**src/hw/xabd_map.svh**
```systemverilog
`ifndef XABD_MAP_SVH
`define XABD_MAP_SVH

// ****************************************
// Opcode bytes
// ****************************************
`define XABD_OPC_ADJ_ADD     8'h37
`define XABD_OPC_ADJ_SUB     8'h3f
`define XABD_OPC_ADJ_DIV     8'hd5
`define XABD_OPC_ADJ_MUL     8'hd4
`define XABD_OPC_ADJ_BASE    8'h0a
`define XABD_OPC_ESC         8'h0f
`define XABD_OPC_PRIV        8'h63
`define XABD_OPC_BOUND       8'h62
`define XABD_OPC_SCAN_FWD    8'hbc
`define XABD_OPC_SCAN_REV    8'hbd
`define XABD_OPC_BIT_GRP     8'hba
`define XABD_OPC_BIT_TEST    8'ha3
`define XABD_OPC_BIT_CPL     8'hbb
`define XABD_OPC_BIT_CLR     8'hb3
`define XABD_OPC_BIT_SET     8'hab
`define XABD_HI_ADD          4'h0
`define XABD_HI_ADC          4'h1
`define XABD_HI_AND          4'h2
`define XABD_HI_IMM_GRP      4'h8
`define XABD_LO_MODRM_GRP    2'h0
`define XABD_LO_IMM_ACC      3'h2
`define XABD_SUB_ADD         3'h0
`define XABD_SUB_ADC         3'h2
`define XABD_SUB_AND         3'h4
`define XABD_SUB_BIT_TEST    3'h4
`define XABD_SUB_BIT_SET     3'h5
`define XABD_SUB_BIT_CLR     3'h6
`define XABD_SUB_BIT_CPL     3'h7

// ****************************************
// Field positions and codes
// ****************************************
`define XABD_F_HI            7:4
`define XABD_F_LO            3:0
`define XABD_F_LO_GRP        3:2
`define XABD_F_LO_ACC        3:1
`define XABD_B_W             0
`define XABD_B_D             1
`define XABD_B_S             1
`define XABD_F_MOD           7:6
`define XABD_F_REG           5:3
`define XABD_F_RM            2:0
`define XABD_F_SS            7:6
`define XABD_F_IDX           5:3
`define XABD_F_BASE          2:0
`define XABD_MOD_REG         2'h3
`define XABD_MOD_NODISP      2'h0
`define XABD_RM_SIB          3'h4
`define XABD_IDX_NONE        3'h4
`define XABD_BASE_DISP       3'h5
`define XABD_SS_ONE          2'h0
`define XABD_MODRM_NONE      8'hc0
`define XABD_SIB_NONE        8'h00
`define XABD_BOUND_VEC       8'h05

// ****************************************
// Clock counts
// ****************************************
`define XABD_CLK_ASCII       8'h04
`define XABD_CLK_ASCII_MUL   8'h10
`define XABD_CLK_ALU_REG     8'h01
`define XABD_CLK_ALU_MEM     8'h03
`define XABD_CLK_ALU_MISS    8'h05
`define XABD_CLK_PRIV_REG    8'h06
`define XABD_CLK_PRIV_MEM    8'h0a
`define XABD_CLK_PRIV_MISS   8'h0a
`define XABD_CLK_BOUND       8'h0b
`define XABD_CLK_SCAN_REG    8'h05
`define XABD_CLK_SCAN_MEM    8'h07
`define XABD_CLK_SCAN_MISS   8'h09
`define XABD_CLK_BTI_REG     8'h03
`define XABD_CLK_BTI_MEM     8'h04
`define XABD_CLK_BTI_MISS    8'h05
`define XABD_CLK_BTR_REG     8'h03
`define XABD_CLK_BTR_MEM     8'h06
`define XABD_CLK_BTR_MISS    8'h07
`define XABD_CLK_MODI_REG    8'h04
`define XABD_CLK_MODI_MEM    8'h05
`define XABD_CLK_MODI_MISS   8'h06
`define XABD_CLK_MODR_REG    8'h05
`define XABD_CLK_MODR_MEM    8'h08
`define XABD_CLK_MODR_MISS   8'h09
`define XABD_CLK_SETI_REG    8'h03
`define XABD_CLK_SETI_MEM    8'h05
`define XABD_CLK_SETI_MISS   8'h06
`define XABD_CLK_SETR_REG    8'h04
`define XABD_CLK_SETR_MEM    8'h07
`define XABD_CLK_SETR_MISS   8'h08
`define XABD_CLK_EA_TWO      8'h01
`define XABD_CLK_MIS_RW      8'h02
`define XABD_CLK_MIS_RMW     8'h04
`define XABD_CLK_INVALID     8'h01
`define XABD_CNT_LAST        8'h01
`define XABD_CLK_ZERO        8'h00

`endif

```
**src/hw/xabd_pkg.sv**
```systemverilog
package xabd_pkg;

	typedef enum logic [3:0] {
		OP_INVALID,
		OP_ASCII_ADJUST_AFTER_ADD,
		OP_ASCII_ADJUST_BEFORE_DIVIDE,
		OP_ASCII_ADJUST_AFTER_MULTIPLY,
		OP_ASCII_ADJUST_AFTER_SUBTRACT,
		OP_ADD,
		OP_ADD_CARRY,
		OP_BOOL_AND,
		OP_PRIVILEGE_LEVEL_ADJUST,
		OP_BOUND_CHECK,
		OP_FORWARD_BIT_SCAN,
		OP_REVERSE_BIT_SCAN,
		OP_BIT_TEST,
		OP_BIT_TEST_COMPLEMENT,
		OP_BIT_TEST_CLEAR,
		OP_BIT_TEST_SET
	} xabd_op_t;

	typedef enum logic [2:0] {
		FORM_IMPLIED,
		FORM_REG_REG,
		FORM_REG_TO_MEM,
		FORM_MEM_TO_REG,
		FORM_IMM_TO_RM,
		FORM_IMM_TO_ACC,
		FORM_RM_IMM,
		FORM_RM_REG
	} xabd_form_t;

	typedef enum logic [2:0] {
		ST_OPCODE,
		ST_ESCAPE,
		ST_ASCII_BASE,
		ST_MODRM,
		ST_SIB,
		ST_LOAD,
		ST_EXEC
	} xabd_state_t;

	typedef struct packed {
		logic       prot_mode;
		logic       cache_miss;
		logic       misaligned;
		logic       out_of_range;
		logic [5:0] scan_n;
	} xabd_ctx_t;

	typedef struct packed {
		xabd_op_t   op;
		xabd_form_t form;
		logic       mem_operand;
		logic       full_width;
		logic       reg_is_dest;
		logic       sign_ext_imm;
		logic       clear_overflow_carry;
		logic       mod_zero_flag;
		logic       raise_vector;
		logic [7:0] vector;
		logic       invalid;
		logic       ea_undefined;
		logic [3:0] scale;
		logic [7:0] clocks;
	} xabd_result_t;

endpackage

```
**src/hw/xabd_ea_cost.sv**
```systemverilog
`timescale 1ns/1ps

`include "xabd_map.svh"

module xabd_ea_cost (
	input  wire logic [7:0] modrm,
	input  wire logic [7:0] sib,
	output logic            two_reg,
	output logic [3:0]      scale,
	output logic            ea_undef
);

	logic has_sib;
	logic has_base;
	logic has_index;

	assign has_sib   = (modrm[`XABD_F_MOD] != `XABD_MOD_REG) && (modrm[`XABD_F_RM] == `XABD_RM_SIB);
	// A base of 101 with no displacement field means displacement only
	assign has_base  = !((modrm[`XABD_F_MOD] == `XABD_MOD_NODISP) && (sib[`XABD_F_BASE] == `XABD_BASE_DISP));
	assign has_index = sib[`XABD_F_IDX] != `XABD_IDX_NONE;

	// Scaling is free; only a second general register costs a clock
	assign two_reg  = has_sib && has_base && has_index;
	assign scale    = has_sib ? (4'h1 << sib[`XABD_F_SS]) : 4'h1;
	assign ea_undef = has_sib && !has_index && (sib[`XABD_F_SS] != `XABD_SS_ONE);

endmodule

```
**src/hw/xabd_decode.sv**
```systemverilog
// Notes on behaviour
// - 37: adjust after add, 4 clocks
// - D5 0A: adjust before divide, 4 clocks
// - D4 0A: adjust after multiply, 16 clocks
// - 3F: adjust after subtract, 4 clocks
// - Add-carry nibble 1, sub 010: 1/3/5
// - Add nibble 0, sub 000: 1/3/5
// - And nibble 2, sub 100, clears overflow/carry
// - 63 protected only, zero flag, 6/10/10
// - 62 bound: 11 clocks, out-of-range raises vector 5
// - 0F BC forward scan: 5/7/9 plus n
// - Reverse scan costs as forward scan
// - Bit test: BA/100 3/4/5, A3 3/6/7
// - Complement: BA/111 4/5/6, BB 5/8/9
// - Clear: BA/110 4/5/6, B3 5/8/9
// - Set: BA/101 3/5/6, AB 4/7/8
// - Two register address components add one clock
// - Misaligned operand adds 2, read-modify-write 4
// - Scale 1/2/4/8; no index needs scale 00
`timescale 1ns/1ps

`include "xabd_map.svh"

module xabd_decode
	import xabd_pkg::*;
(
	input  wire logic       ref_clk,
	input  wire logic       srst,
	input  wire logic       clk_en,
	input  wire logic       byte_valid,
	input  wire logic [7:0] byte_data,
	input  xabd_ctx_t       ctx,
	output logic            byte_ready_r,
	output logic            busy_r,
	output logic            done_r,
	output xabd_result_t    result_r
);

	// ****************************************
	// Declarations
	// ****************************************
	xabd_state_t  state_r;
	xabd_state_t  state_nxt;
	xabd_op_t     op_r;
	xabd_op_t     op_nxt;
	xabd_form_t   form_r;
	xabd_form_t   form_nxt;
	logic [7:0]   opc_r;
	logic [7:0]   modrm_r;
	logic [7:0]   sib_r;
	logic [7:0]   cnt_r;
	logic         take;
	logic         mem_op;
	logic         rmw;
	logic         two_reg;
	logic [3:0]   scale;
	logic         ea_undef;
	logic         bad;
	logic [7:0]   base_clk;
	logic [7:0]   extra_clk;
	xabd_result_t res_nxt;

	assign take = clk_en && byte_valid && byte_ready_r;

	function automatic xabd_op_t alu_op(input logic [3:0] hi);
		case (hi)
			`XABD_HI_ADD: alu_op = OP_ADD;
			`XABD_HI_ADC: alu_op = OP_ADD_CARRY;
			`XABD_HI_AND: alu_op = OP_BOOL_AND;
			default:      alu_op = OP_INVALID;
		endcase
	endfunction

	function automatic logic [7:0] pick(
		input logic [7:0] r,
		input logic [7:0] m,
		input logic [7:0] x,
		input logic       mem,
		input logic       miss
	);
		pick = !mem ? r : (miss ? x : m);
	endfunction

	// ****************************************
	// Byte sequencing and opcode decode
	// ****************************************
	always_comb begin
		state_nxt = state_r;
		op_nxt    = op_r;
		form_nxt  = form_r;
		case (state_r)
			ST_OPCODE: if (take) begin
				op_nxt    = OP_INVALID;
				form_nxt  = FORM_IMPLIED;
				state_nxt = ST_LOAD;
				if (byte_data == `XABD_OPC_ADJ_ADD) begin
					op_nxt = OP_ASCII_ADJUST_AFTER_ADD;
				end else if (byte_data == `XABD_OPC_ADJ_SUB) begin
					op_nxt = OP_ASCII_ADJUST_AFTER_SUBTRACT;
				end else if (byte_data == `XABD_OPC_ADJ_DIV) begin
					op_nxt    = OP_ASCII_ADJUST_BEFORE_DIVIDE;
					state_nxt = ST_ASCII_BASE;
				end else if (byte_data == `XABD_OPC_ADJ_MUL) begin
					op_nxt    = OP_ASCII_ADJUST_AFTER_MULTIPLY;
					state_nxt = ST_ASCII_BASE;
				end else if (byte_data == `XABD_OPC_ESC) begin
					state_nxt = ST_ESCAPE;
				end else if (byte_data == `XABD_OPC_PRIV) begin
					op_nxt    = OP_PRIVILEGE_LEVEL_ADJUST;
					form_nxt  = FORM_RM_REG;
					state_nxt = ST_MODRM;
				end else if (byte_data == `XABD_OPC_BOUND) begin
					op_nxt    = OP_BOUND_CHECK;
					form_nxt  = FORM_RM_REG;
					state_nxt = ST_MODRM;
				end else if (byte_data[`XABD_F_HI] == `XABD_HI_IMM_GRP &&
				             byte_data[`XABD_F_LO_GRP] == `XABD_LO_MODRM_GRP) begin
					// Operation comes from the sub-opcode in the next byte
					form_nxt  = FORM_IMM_TO_RM;
					state_nxt = ST_MODRM;
				end else if (byte_data[`XABD_F_LO_GRP] == `XABD_LO_MODRM_GRP) begin
					op_nxt    = alu_op(byte_data[`XABD_F_HI]);
					form_nxt  = byte_data[`XABD_B_D] ? FORM_MEM_TO_REG : FORM_REG_TO_MEM;
					state_nxt = (op_nxt == OP_INVALID) ? ST_LOAD : ST_MODRM;
				end else if (byte_data[`XABD_F_LO_ACC] == `XABD_LO_IMM_ACC) begin
					op_nxt   = alu_op(byte_data[`XABD_F_HI]);
					form_nxt = FORM_IMM_TO_ACC;
				end
			end
			ST_ASCII_BASE: if (take) begin
				// Only base ten is part of this decode
				if (byte_data != `XABD_OPC_ADJ_BASE) begin
					op_nxt = OP_INVALID;
				end
				state_nxt = ST_LOAD;
			end
			ST_ESCAPE: if (take) begin
				form_nxt  = FORM_RM_REG;
				state_nxt = ST_MODRM;
				case (byte_data)
					`XABD_OPC_SCAN_FWD: op_nxt = OP_FORWARD_BIT_SCAN;
					`XABD_OPC_SCAN_REV: op_nxt = OP_REVERSE_BIT_SCAN;
					`XABD_OPC_BIT_TEST: op_nxt = OP_BIT_TEST;
					`XABD_OPC_BIT_CPL:  op_nxt = OP_BIT_TEST_COMPLEMENT;
					`XABD_OPC_BIT_CLR:  op_nxt = OP_BIT_TEST_CLEAR;
					`XABD_OPC_BIT_SET:  op_nxt = OP_BIT_TEST_SET;
					`XABD_OPC_BIT_GRP:  form_nxt = FORM_RM_IMM;
					default: begin
						op_nxt    = OP_INVALID;
						form_nxt  = FORM_IMPLIED;
						state_nxt = ST_LOAD;
					end
				endcase
			end
			ST_MODRM: if (take) begin
				if (form_r == FORM_IMM_TO_RM) begin
					case (byte_data[`XABD_F_REG])
						`XABD_SUB_ADD: op_nxt = OP_ADD;
						`XABD_SUB_ADC: op_nxt = OP_ADD_CARRY;
						`XABD_SUB_AND: op_nxt = OP_BOOL_AND;
						default:       op_nxt = OP_INVALID;
					endcase
				end else if (form_r == FORM_RM_IMM) begin
					case (byte_data[`XABD_F_REG])
						`XABD_SUB_BIT_TEST: op_nxt = OP_BIT_TEST;
						`XABD_SUB_BIT_SET:  op_nxt = OP_BIT_TEST_SET;
						`XABD_SUB_BIT_CLR:  op_nxt = OP_BIT_TEST_CLEAR;
						`XABD_SUB_BIT_CPL:  op_nxt = OP_BIT_TEST_COMPLEMENT;
						default:            op_nxt = OP_INVALID;
					endcase
				end else if (byte_data[`XABD_F_MOD] == `XABD_MOD_REG &&
				             (form_r == FORM_REG_TO_MEM || form_r == FORM_MEM_TO_REG)) begin
					form_nxt = FORM_REG_REG;
				end
				if (byte_data[`XABD_F_MOD] != `XABD_MOD_REG && byte_data[`XABD_F_RM] == `XABD_RM_SIB) begin
					state_nxt = ST_SIB;
				end else begin
					state_nxt = ST_LOAD;
				end
			end
			ST_SIB: if (take) begin
				state_nxt = ST_LOAD;
			end
			ST_LOAD: state_nxt = ST_EXEC;
			ST_EXEC: if (cnt_r == `XABD_CNT_LAST) begin
				state_nxt = ST_OPCODE;
			end
			default: state_nxt = ST_OPCODE;
		endcase
	end

	always_ff @(posedge ref_clk) begin
		if (srst) begin
			state_r      <= ST_OPCODE;
			op_r         <= OP_INVALID;
			form_r       <= FORM_IMPLIED;
			byte_ready_r <= 1'b1;
			busy_r       <= 1'b0;
		end else if (clk_en) begin
			state_r      <= state_nxt;
			op_r         <= op_nxt;
			form_r       <= form_nxt;
			byte_ready_r <= !(state_nxt == ST_LOAD || state_nxt == ST_EXEC);
			busy_r       <= state_nxt == ST_LOAD || state_nxt == ST_EXEC;
		end
	end

	// ****************************************
	// Captured instruction bytes
	// ****************************************
	always_ff @(posedge ref_clk) begin
		if (srst) begin
			opc_r   <= `XABD_MODRM_NONE;
			modrm_r <= `XABD_MODRM_NONE;
			sib_r   <= `XABD_SIB_NONE;
		end else if (clk_en && take) begin
			case (state_r)
				ST_OPCODE: begin
					opc_r   <= byte_data;
					// Forms without an address byte look like a register operand
					modrm_r <= `XABD_MODRM_NONE;
					sib_r   <= `XABD_SIB_NONE;
				end
				ST_ESCAPE: opc_r   <= byte_data;
				ST_MODRM:  modrm_r <= byte_data;
				ST_SIB:    sib_r   <= byte_data;
				default:   opc_r   <= opc_r;
			endcase
		end
	end

	xabd_ea_cost u_ea (
		.modrm    (modrm_r),
		.sib      (sib_r),
		.two_reg  (two_reg),
		.scale    (scale),
		.ea_undef (ea_undef)
	);

	// ****************************************
	// Clock count
	// ****************************************
	assign mem_op = modrm_r[`XABD_F_MOD] != `XABD_MOD_REG;
	assign rmw    = (op_r == OP_PRIVILEGE_LEVEL_ADJUST) || (op_r == OP_BIT_TEST_COMPLEMENT) ||
	                (op_r == OP_BIT_TEST_CLEAR) || (op_r == OP_BIT_TEST_SET) ||
	                (form_r == FORM_REG_TO_MEM) || (form_r == FORM_IMM_TO_RM);

	always_comb begin
		base_clk = `XABD_CLK_INVALID;
		bad      = 1'b0;
		case (op_r)
			OP_ASCII_ADJUST_AFTER_ADD, OP_ASCII_ADJUST_AFTER_SUBTRACT,
			OP_ASCII_ADJUST_BEFORE_DIVIDE:  base_clk = `XABD_CLK_ASCII;
			OP_ASCII_ADJUST_AFTER_MULTIPLY: base_clk = `XABD_CLK_ASCII_MUL;
			OP_ADD, OP_ADD_CARRY, OP_BOOL_AND: begin
				base_clk = pick(`XABD_CLK_ALU_REG, `XABD_CLK_ALU_MEM, `XABD_CLK_ALU_MISS, mem_op, ctx.cache_miss);
			end
			OP_PRIVILEGE_LEVEL_ADJUST: begin
				// Not available in real mode: retired as invalid
				bad      = !ctx.prot_mode;
				base_clk = bad ? `XABD_CLK_INVALID :
				           pick(`XABD_CLK_PRIV_REG, `XABD_CLK_PRIV_MEM, `XABD_CLK_PRIV_MISS, mem_op, ctx.cache_miss);
			end
			OP_BOUND_CHECK: begin
				// The bounds pair lives in memory; a register operand is illegal
				bad      = !mem_op;
				base_clk = bad ? `XABD_CLK_INVALID : `XABD_CLK_BOUND;
			end
			OP_FORWARD_BIT_SCAN, OP_REVERSE_BIT_SCAN: begin
				base_clk = pick(`XABD_CLK_SCAN_REG, `XABD_CLK_SCAN_MEM, `XABD_CLK_SCAN_MISS, mem_op, ctx.cache_miss)
				           + 8'(ctx.scan_n);
			end
			OP_BIT_TEST: begin
				base_clk = (form_r == FORM_RM_IMM) ?
				           pick(`XABD_CLK_BTI_REG, `XABD_CLK_BTI_MEM, `XABD_CLK_BTI_MISS, mem_op, ctx.cache_miss) :
				           pick(`XABD_CLK_BTR_REG, `XABD_CLK_BTR_MEM, `XABD_CLK_BTR_MISS, mem_op, ctx.cache_miss);
			end
			OP_BIT_TEST_COMPLEMENT, OP_BIT_TEST_CLEAR: begin
				base_clk = (form_r == FORM_RM_IMM) ?
				           pick(`XABD_CLK_MODI_REG, `XABD_CLK_MODI_MEM, `XABD_CLK_MODI_MISS, mem_op, ctx.cache_miss) :
				           pick(`XABD_CLK_MODR_REG, `XABD_CLK_MODR_MEM, `XABD_CLK_MODR_MISS, mem_op, ctx.cache_miss);
			end
			OP_BIT_TEST_SET: begin
				base_clk = (form_r == FORM_RM_IMM) ?
				           pick(`XABD_CLK_SETI_REG, `XABD_CLK_SETI_MEM, `XABD_CLK_SETI_MISS, mem_op, ctx.cache_miss) :
				           pick(`XABD_CLK_SETR_REG, `XABD_CLK_SETR_MEM, `XABD_CLK_SETR_MISS, mem_op, ctx.cache_miss);
			end
			default: bad = 1'b1;
		endcase
	end

	always_comb begin
		extra_clk = `XABD_CLK_ZERO;
		if (mem_op && !bad) begin
			extra_clk = (two_reg ? `XABD_CLK_EA_TWO : `XABD_CLK_ZERO)
			          + (!ctx.misaligned ? `XABD_CLK_ZERO :
			             (rmw ? `XABD_CLK_MIS_RMW : `XABD_CLK_MIS_RW));
		end
	end

	// ****************************************
	// Result assembly
	// ****************************************
	always_comb begin
		res_nxt                      = '0;
		res_nxt.op                   = bad ? OP_INVALID : op_r;
		res_nxt.form                 = form_r;
		res_nxt.mem_operand          = mem_op && !bad;
		res_nxt.invalid              = bad;
		res_nxt.clocks               = base_clk + extra_clk;
		// Bit and scan operations are always full size
		res_nxt.full_width           = 1'b1;
		if (op_r == OP_ADD || op_r == OP_ADD_CARRY || op_r == OP_BOOL_AND) begin
			res_nxt.full_width  = opc_r[`XABD_B_W];
			res_nxt.reg_is_dest = (form_r != FORM_IMM_TO_RM) && (form_r != FORM_IMM_TO_ACC) &&
			                      opc_r[`XABD_B_D];
			res_nxt.sign_ext_imm = (form_r == FORM_IMM_TO_RM) && opc_r[`XABD_B_S];
		end else if (op_r == OP_ASCII_ADJUST_AFTER_ADD || op_r == OP_ASCII_ADJUST_AFTER_SUBTRACT ||
		             op_r == OP_ASCII_ADJUST_BEFORE_DIVIDE || op_r == OP_ASCII_ADJUST_AFTER_MULTIPLY) begin
			res_nxt.full_width = 1'b0;
		end
		res_nxt.clear_overflow_carry = (op_r == OP_BOOL_AND);
		res_nxt.mod_zero_flag        = (op_r == OP_PRIVILEGE_LEVEL_ADJUST) && !bad;
		res_nxt.raise_vector         = (op_r == OP_BOUND_CHECK) && !bad && ctx.out_of_range;
		res_nxt.vector               = res_nxt.raise_vector ? `XABD_BOUND_VEC : `XABD_CLK_ZERO;
		res_nxt.scale                = scale;
		res_nxt.ea_undefined         = mem_op && ea_undef;
	end

	always_ff @(posedge ref_clk) begin
		if (srst) begin
			result_r <= '0;
		end else if (clk_en && state_r == ST_LOAD) begin
			result_r <= res_nxt;
		end
	end

	// ****************************************
	// Execution countdown
	// ****************************************
	always_ff @(posedge ref_clk) begin
		if (srst) begin
			cnt_r <= `XABD_CLK_ZERO;
		end else if (clk_en) begin
			if (state_r == ST_LOAD) begin
				cnt_r <= res_nxt.clocks;
			end else if (state_r == ST_EXEC) begin
				cnt_r <= cnt_r - `XABD_CNT_LAST;
			end
		end
	end

	always_ff @(posedge ref_clk) begin
		if (srst) begin
			done_r <= 1'b0;
		end else if (clk_en) begin
			done_r <= (state_r == ST_EXEC) && (cnt_r == `XABD_CNT_LAST);
		end
	end

endmodule

```
**config.mk**
```make
export PLATFORM = sky130hd
export DESIGN_NAME = xabd_decode
export DESIGN_NICKNAME = d
export VERILOG_FILES = /design/src/hw/xabd_pkg.sv /design/src/hw/xabd_ea_cost.sv /design/src/hw/xabd_decode.sv
export VERILOG_INCLUDE_DIRS = /design/src /design/src/hw
export SDC_FILE = /design/constraint.sdc
export NUM_CORES = 1
export LEC_CHECK = 0
export BUFFER_PORTS_ARGS = -buffer_cell sky130_fd_sc_hd__buf_2
export CAP_MARGIN = 20
export CORE_ASPECT_RATIO = 1.75
export CORE_MARGIN = 2
export CORE_UTILIZATION = 35
export CTS_CLUSTER_SIZE = 20
export DETAILED_ROUTE_END_ITERATION = 10
export PLACE_DENSITY = 0.57
export SYNTH_ARGS = -nofsm -noshare
export SYNTH_HDL_FRONTEND = slang
export SYNTH_SLANG_ARGS = --single-unit
```
**constraint.sdc**
```tcl
create_clock -name ref_clk -period 3.4 [get_ports ref_clk]
set_input_delay 0.34 -clock ref_clk [delete_from_list [all_inputs] [get_ports ref_clk]]
set_output_delay 0.34 -clock ref_clk [all_outputs]
set_load 0.01 [all_outputs]
```
==> results by group <==
Yosys
  – Synth Register Bits: 64
  – Cell with the most instances after synthesis: nand2_1
  – Post-Synth XOR/XNOR Area: 1.64%
  – Count of mapped cells out of synthesis: 580
  – Synth Area in Compound Gates: 25.3%
  – Post-synth EDFFs: 0
  – Synth async-reset ratio: 0%
  – Combinational family with the most area after synthesis: simple AND/OR/NAND/NOR gates
  – Yosys top cell by area: dfxtp_1
  – Synth top cells by count: nand2_1, dfxtp_1, a21oi_1
  – Synth Cell Area: 0.00427 sq mm
  – Ys Warns: 0
  – Adder-cell share of the synthesized area: 3.55%
  – Largest cells by area after synthesis: dfxtp_1, a21oi_1, nand2_1, nor2_1, nand3_1
  – Fraction of synthesized area in multiplexers: 1.41%
  – Post-synth top flop: dfxtp_1
  – Distinct cells, synth: 73
  – Fraction of the mapped netlist area in simple logic gates: 31.1%
  – Top-area cell type share of the netlist area: 30.0%
  – Avg Cell Area, Syn: 7.36 sq um
  – Share of the yosys chip area belonging to registers: 30.0%

Global route
  – Grt total ovfl: 0
  – Initial antenna violation count: 0
  – Largest net degree at the start of global routing: 56
  – Gr busiest metal: met2
  – First-pass GRT wire length: 21.8 mm
  – Met1 Track Usage GR: 22.8%
  – Vias in the first global route: 4356
  – Total Routing Usage GR: 21.1%
  – Met3 Resource Use GR: 3.07%
  – Met2 Resource Use GR: 37.4%

Critical path
  – CP Launch Type: register
  – Largest fanout on the critical path: 14
  – Critical path type: register to register
  – R2R Path Start: op_r[0]$_SDFFE_PP0P_
  – R2R setup slack: 310 ps
  – CP Capture Type: register
  – Arr. time, crit path: 3310 ps
  – Reg2reg end: cnt_r[4]$_SDFFE_PP0P_
  – WP data required: 3620 ps
  – FF-to-FF path depth: 14

Clock tree
  – CTS tree: done
  – Clock latency on the worst-skew pair: 330 ps
  – Maximum clock insertion buffer count: 2
  – Root buffer cell: clkbuf_16
  – Total CTS buffers: 9
  – Clock sink count: 64
  – Hold_buf cts: 0
  – Post-CTS sizing: 0
  – Reg clk slew, reported paths: 50 ps
  – H-tree lvl count: 3
  – Post-CTS setup buffers: 0

STA
  – Slew Viols, Final: 0
  – Setup Viol. Count Final: 0
  – Crit path time final: 3090 ps
  – Max Freq: 0.323 GHz
  – Clock skew: 11.4 ps
  – Period utilization: 90.9%
  – RSZ-0062 raised after global routing: false
  – Total negative setup slack: 0 ps
  – Max-slew headroom: 45.1%
  – Fin. Hold Viols: 0
  – Worst-margin pin slew: 817 ps

Hold path
  – Hold Path Origin: srst
  – Hold Crit Class: input pin to register
  – Hold Crit Endpoint: cnt_r[1]$_SDFFE_PP0P_
  – Worst Hold Depth: 2

Detailed routing
  – Routed Wire Length: 13.6 mm
  – Avg WL per Cell: 18.0 um
  – Initial DRC Count: 291
  – Via/cell ratio: 5.94
  – Antenna Nets Post-Route: 0
  – Pre-Repair DR Iteration Count: 5
  – # DRC: 0
  – Vias: 4500

Final layout
  – Layout cells sized above 1: 16.0%
  – Synthesis-to-finish area growth: 15.2%
  – Final instance area: 0.00492 sq mm
  – # diodes: 0
  – Nets@finish: 648

Floorplan
  – Die H: 150 um
  – Initial core utilization: 35.8%
  – I/O Pins: 61
  – Placeable Area: 0.0119 sq mm
  – Die Wd: 87.5 um
  – Site Rows: 53
  – Die Area: 0.0131 sq mm

Pwr
  – VDD IR max: 0.208 mV
  – Static leakage: 1.86 nW
  – Power Density: 427 mW/mm^2

Place
  – DP Wirelength: 10.3 mm
  – Placed Instance Area: 0.00460 sq mm
  – PortBufs: 54
  – GP Congestion: 0.964

Status
  – Outcome: finished, final reports clean

Job
  – Max cap viols: 0
==> cell usage in the layout (no fill, tap or decap), types with 8 or more instances in the layout <==
cell type,n
o21ai_0,22
ha_1,8
clkbuf_16,9
nor2_1,61
nand3_1,28
a21oi_1,63
a211oi_1,12
nor4_1,9
nand2b_1,12
inv_1,17
nand4_1,10
dfxtp_1,64
nand2_1,68
nor3_1,16
buf_2,54
buf_4,13
a22oi_1,8
==> worst max path at each step <==
stage / start / end / slack (ps) / cells after the start
after floorplan: modrm_r[6]$_SDFFE_PP1P_ / cnt_r[4]$_SDFFE_PP0P_ / 320 / 13
after global placement: op_r[0]$_SDFFE_PP0P_ / cnt_r[4]$_SDFFE_PP0P_ / 350 / 14
after detailed placement: op_r[0]$_SDFFE_PP0P_ / cnt_r[4]$_SDFFE_PP0P_ / 330 / 14
after CTS: op_r[0]$_SDFFE_PP0P_ / cnt_r[4]$_SDFFE_PP0P_ / 310 / 14
after global routing: op_r[0]$_SDFFE_PP0P_ / result_r[4]$_SDFFE_PP0P_ / 5 / 14
final: op_r[0]$_SDFFE_PP0P_ / cnt_r[4]$_SDFFE_PP0P_ / 310 / 14
==> through the flow <==
stage / setup slack, ps / cells / hold WS [ps] / total power (W) / utilization, %
final: 308 / 757 / 344 / 0.00210 / 41.2
after detailed placement: 327 / 742 / 442 / 0.00111 / 38.5
after global routing: 5.45 / 757 / 363 / 0.00218 / 41.2
after CTS: 310 / 757 / 333 / 0.00212 / 41.2
after floorplan: 323 / 585 / 427 / 0.00102 / -
after global placement: 353 / 742 / 433 / 0.00111 / 38.5
==> report_power, final <==
group          switching, W  internal, W
clock network      0.000324     0.000676
registers         0.0000289     0.000766
logic              0.000200     0.000108
total              0.000553      0.00155
==> cell families after synthesis <==
| group | count (synthesis) |
|---|---|
| simple gates | 262 |
| compound gates | 164 |
| flops | 64 |
| buf+inv | 64 |
| fa+ha+maj | 11 |
| xor+xnor | 8 |
| mux | 6 |
| other cells | 1 |
==> registers in the layout, indices dropped and copies added, names as in the netlist <==
register      flops
result_r         28
state_r           3
op_r              4
form_r            3
modrm_r           5
busy_r            1
opc_r             2
sib_r             8
cnt_r             8
done_r            1
byte_ready_r      1
==> worst max-delay path, cell delays in order (launching register included) <==
cell,delay [ps]
dfxtp_1,590
nor2_1,230
nor2_1,190
nand2_1,120
a32oi_1,200
a211oi_1,100
o21ai_0,100
ha_1,200
inv_1,60
fa_1,400
inv_1,70
a21oi_1,50
a21oi_1,290
o32ai_1,140
a31o_2,230
==> layer usage <==
layer / vias to the layer above / wire length [um]
li1: 2188 / -
met1: 2110 / 5200
met2: 157 / 7200
met3: 45 / 565
met4: 0 / 672
met5: - / 0
==> final cells by class <==
cell class,instances,area (sq um)
sequential,64,1280
multi-input combinational,457,2710
tap,137,171
clock buffer,12,256
fill,1263,7020
timing repair buffer,67,368
clock inverter,3,65.1
inverter,17,63.8
(Power assumes the default switching activity.)
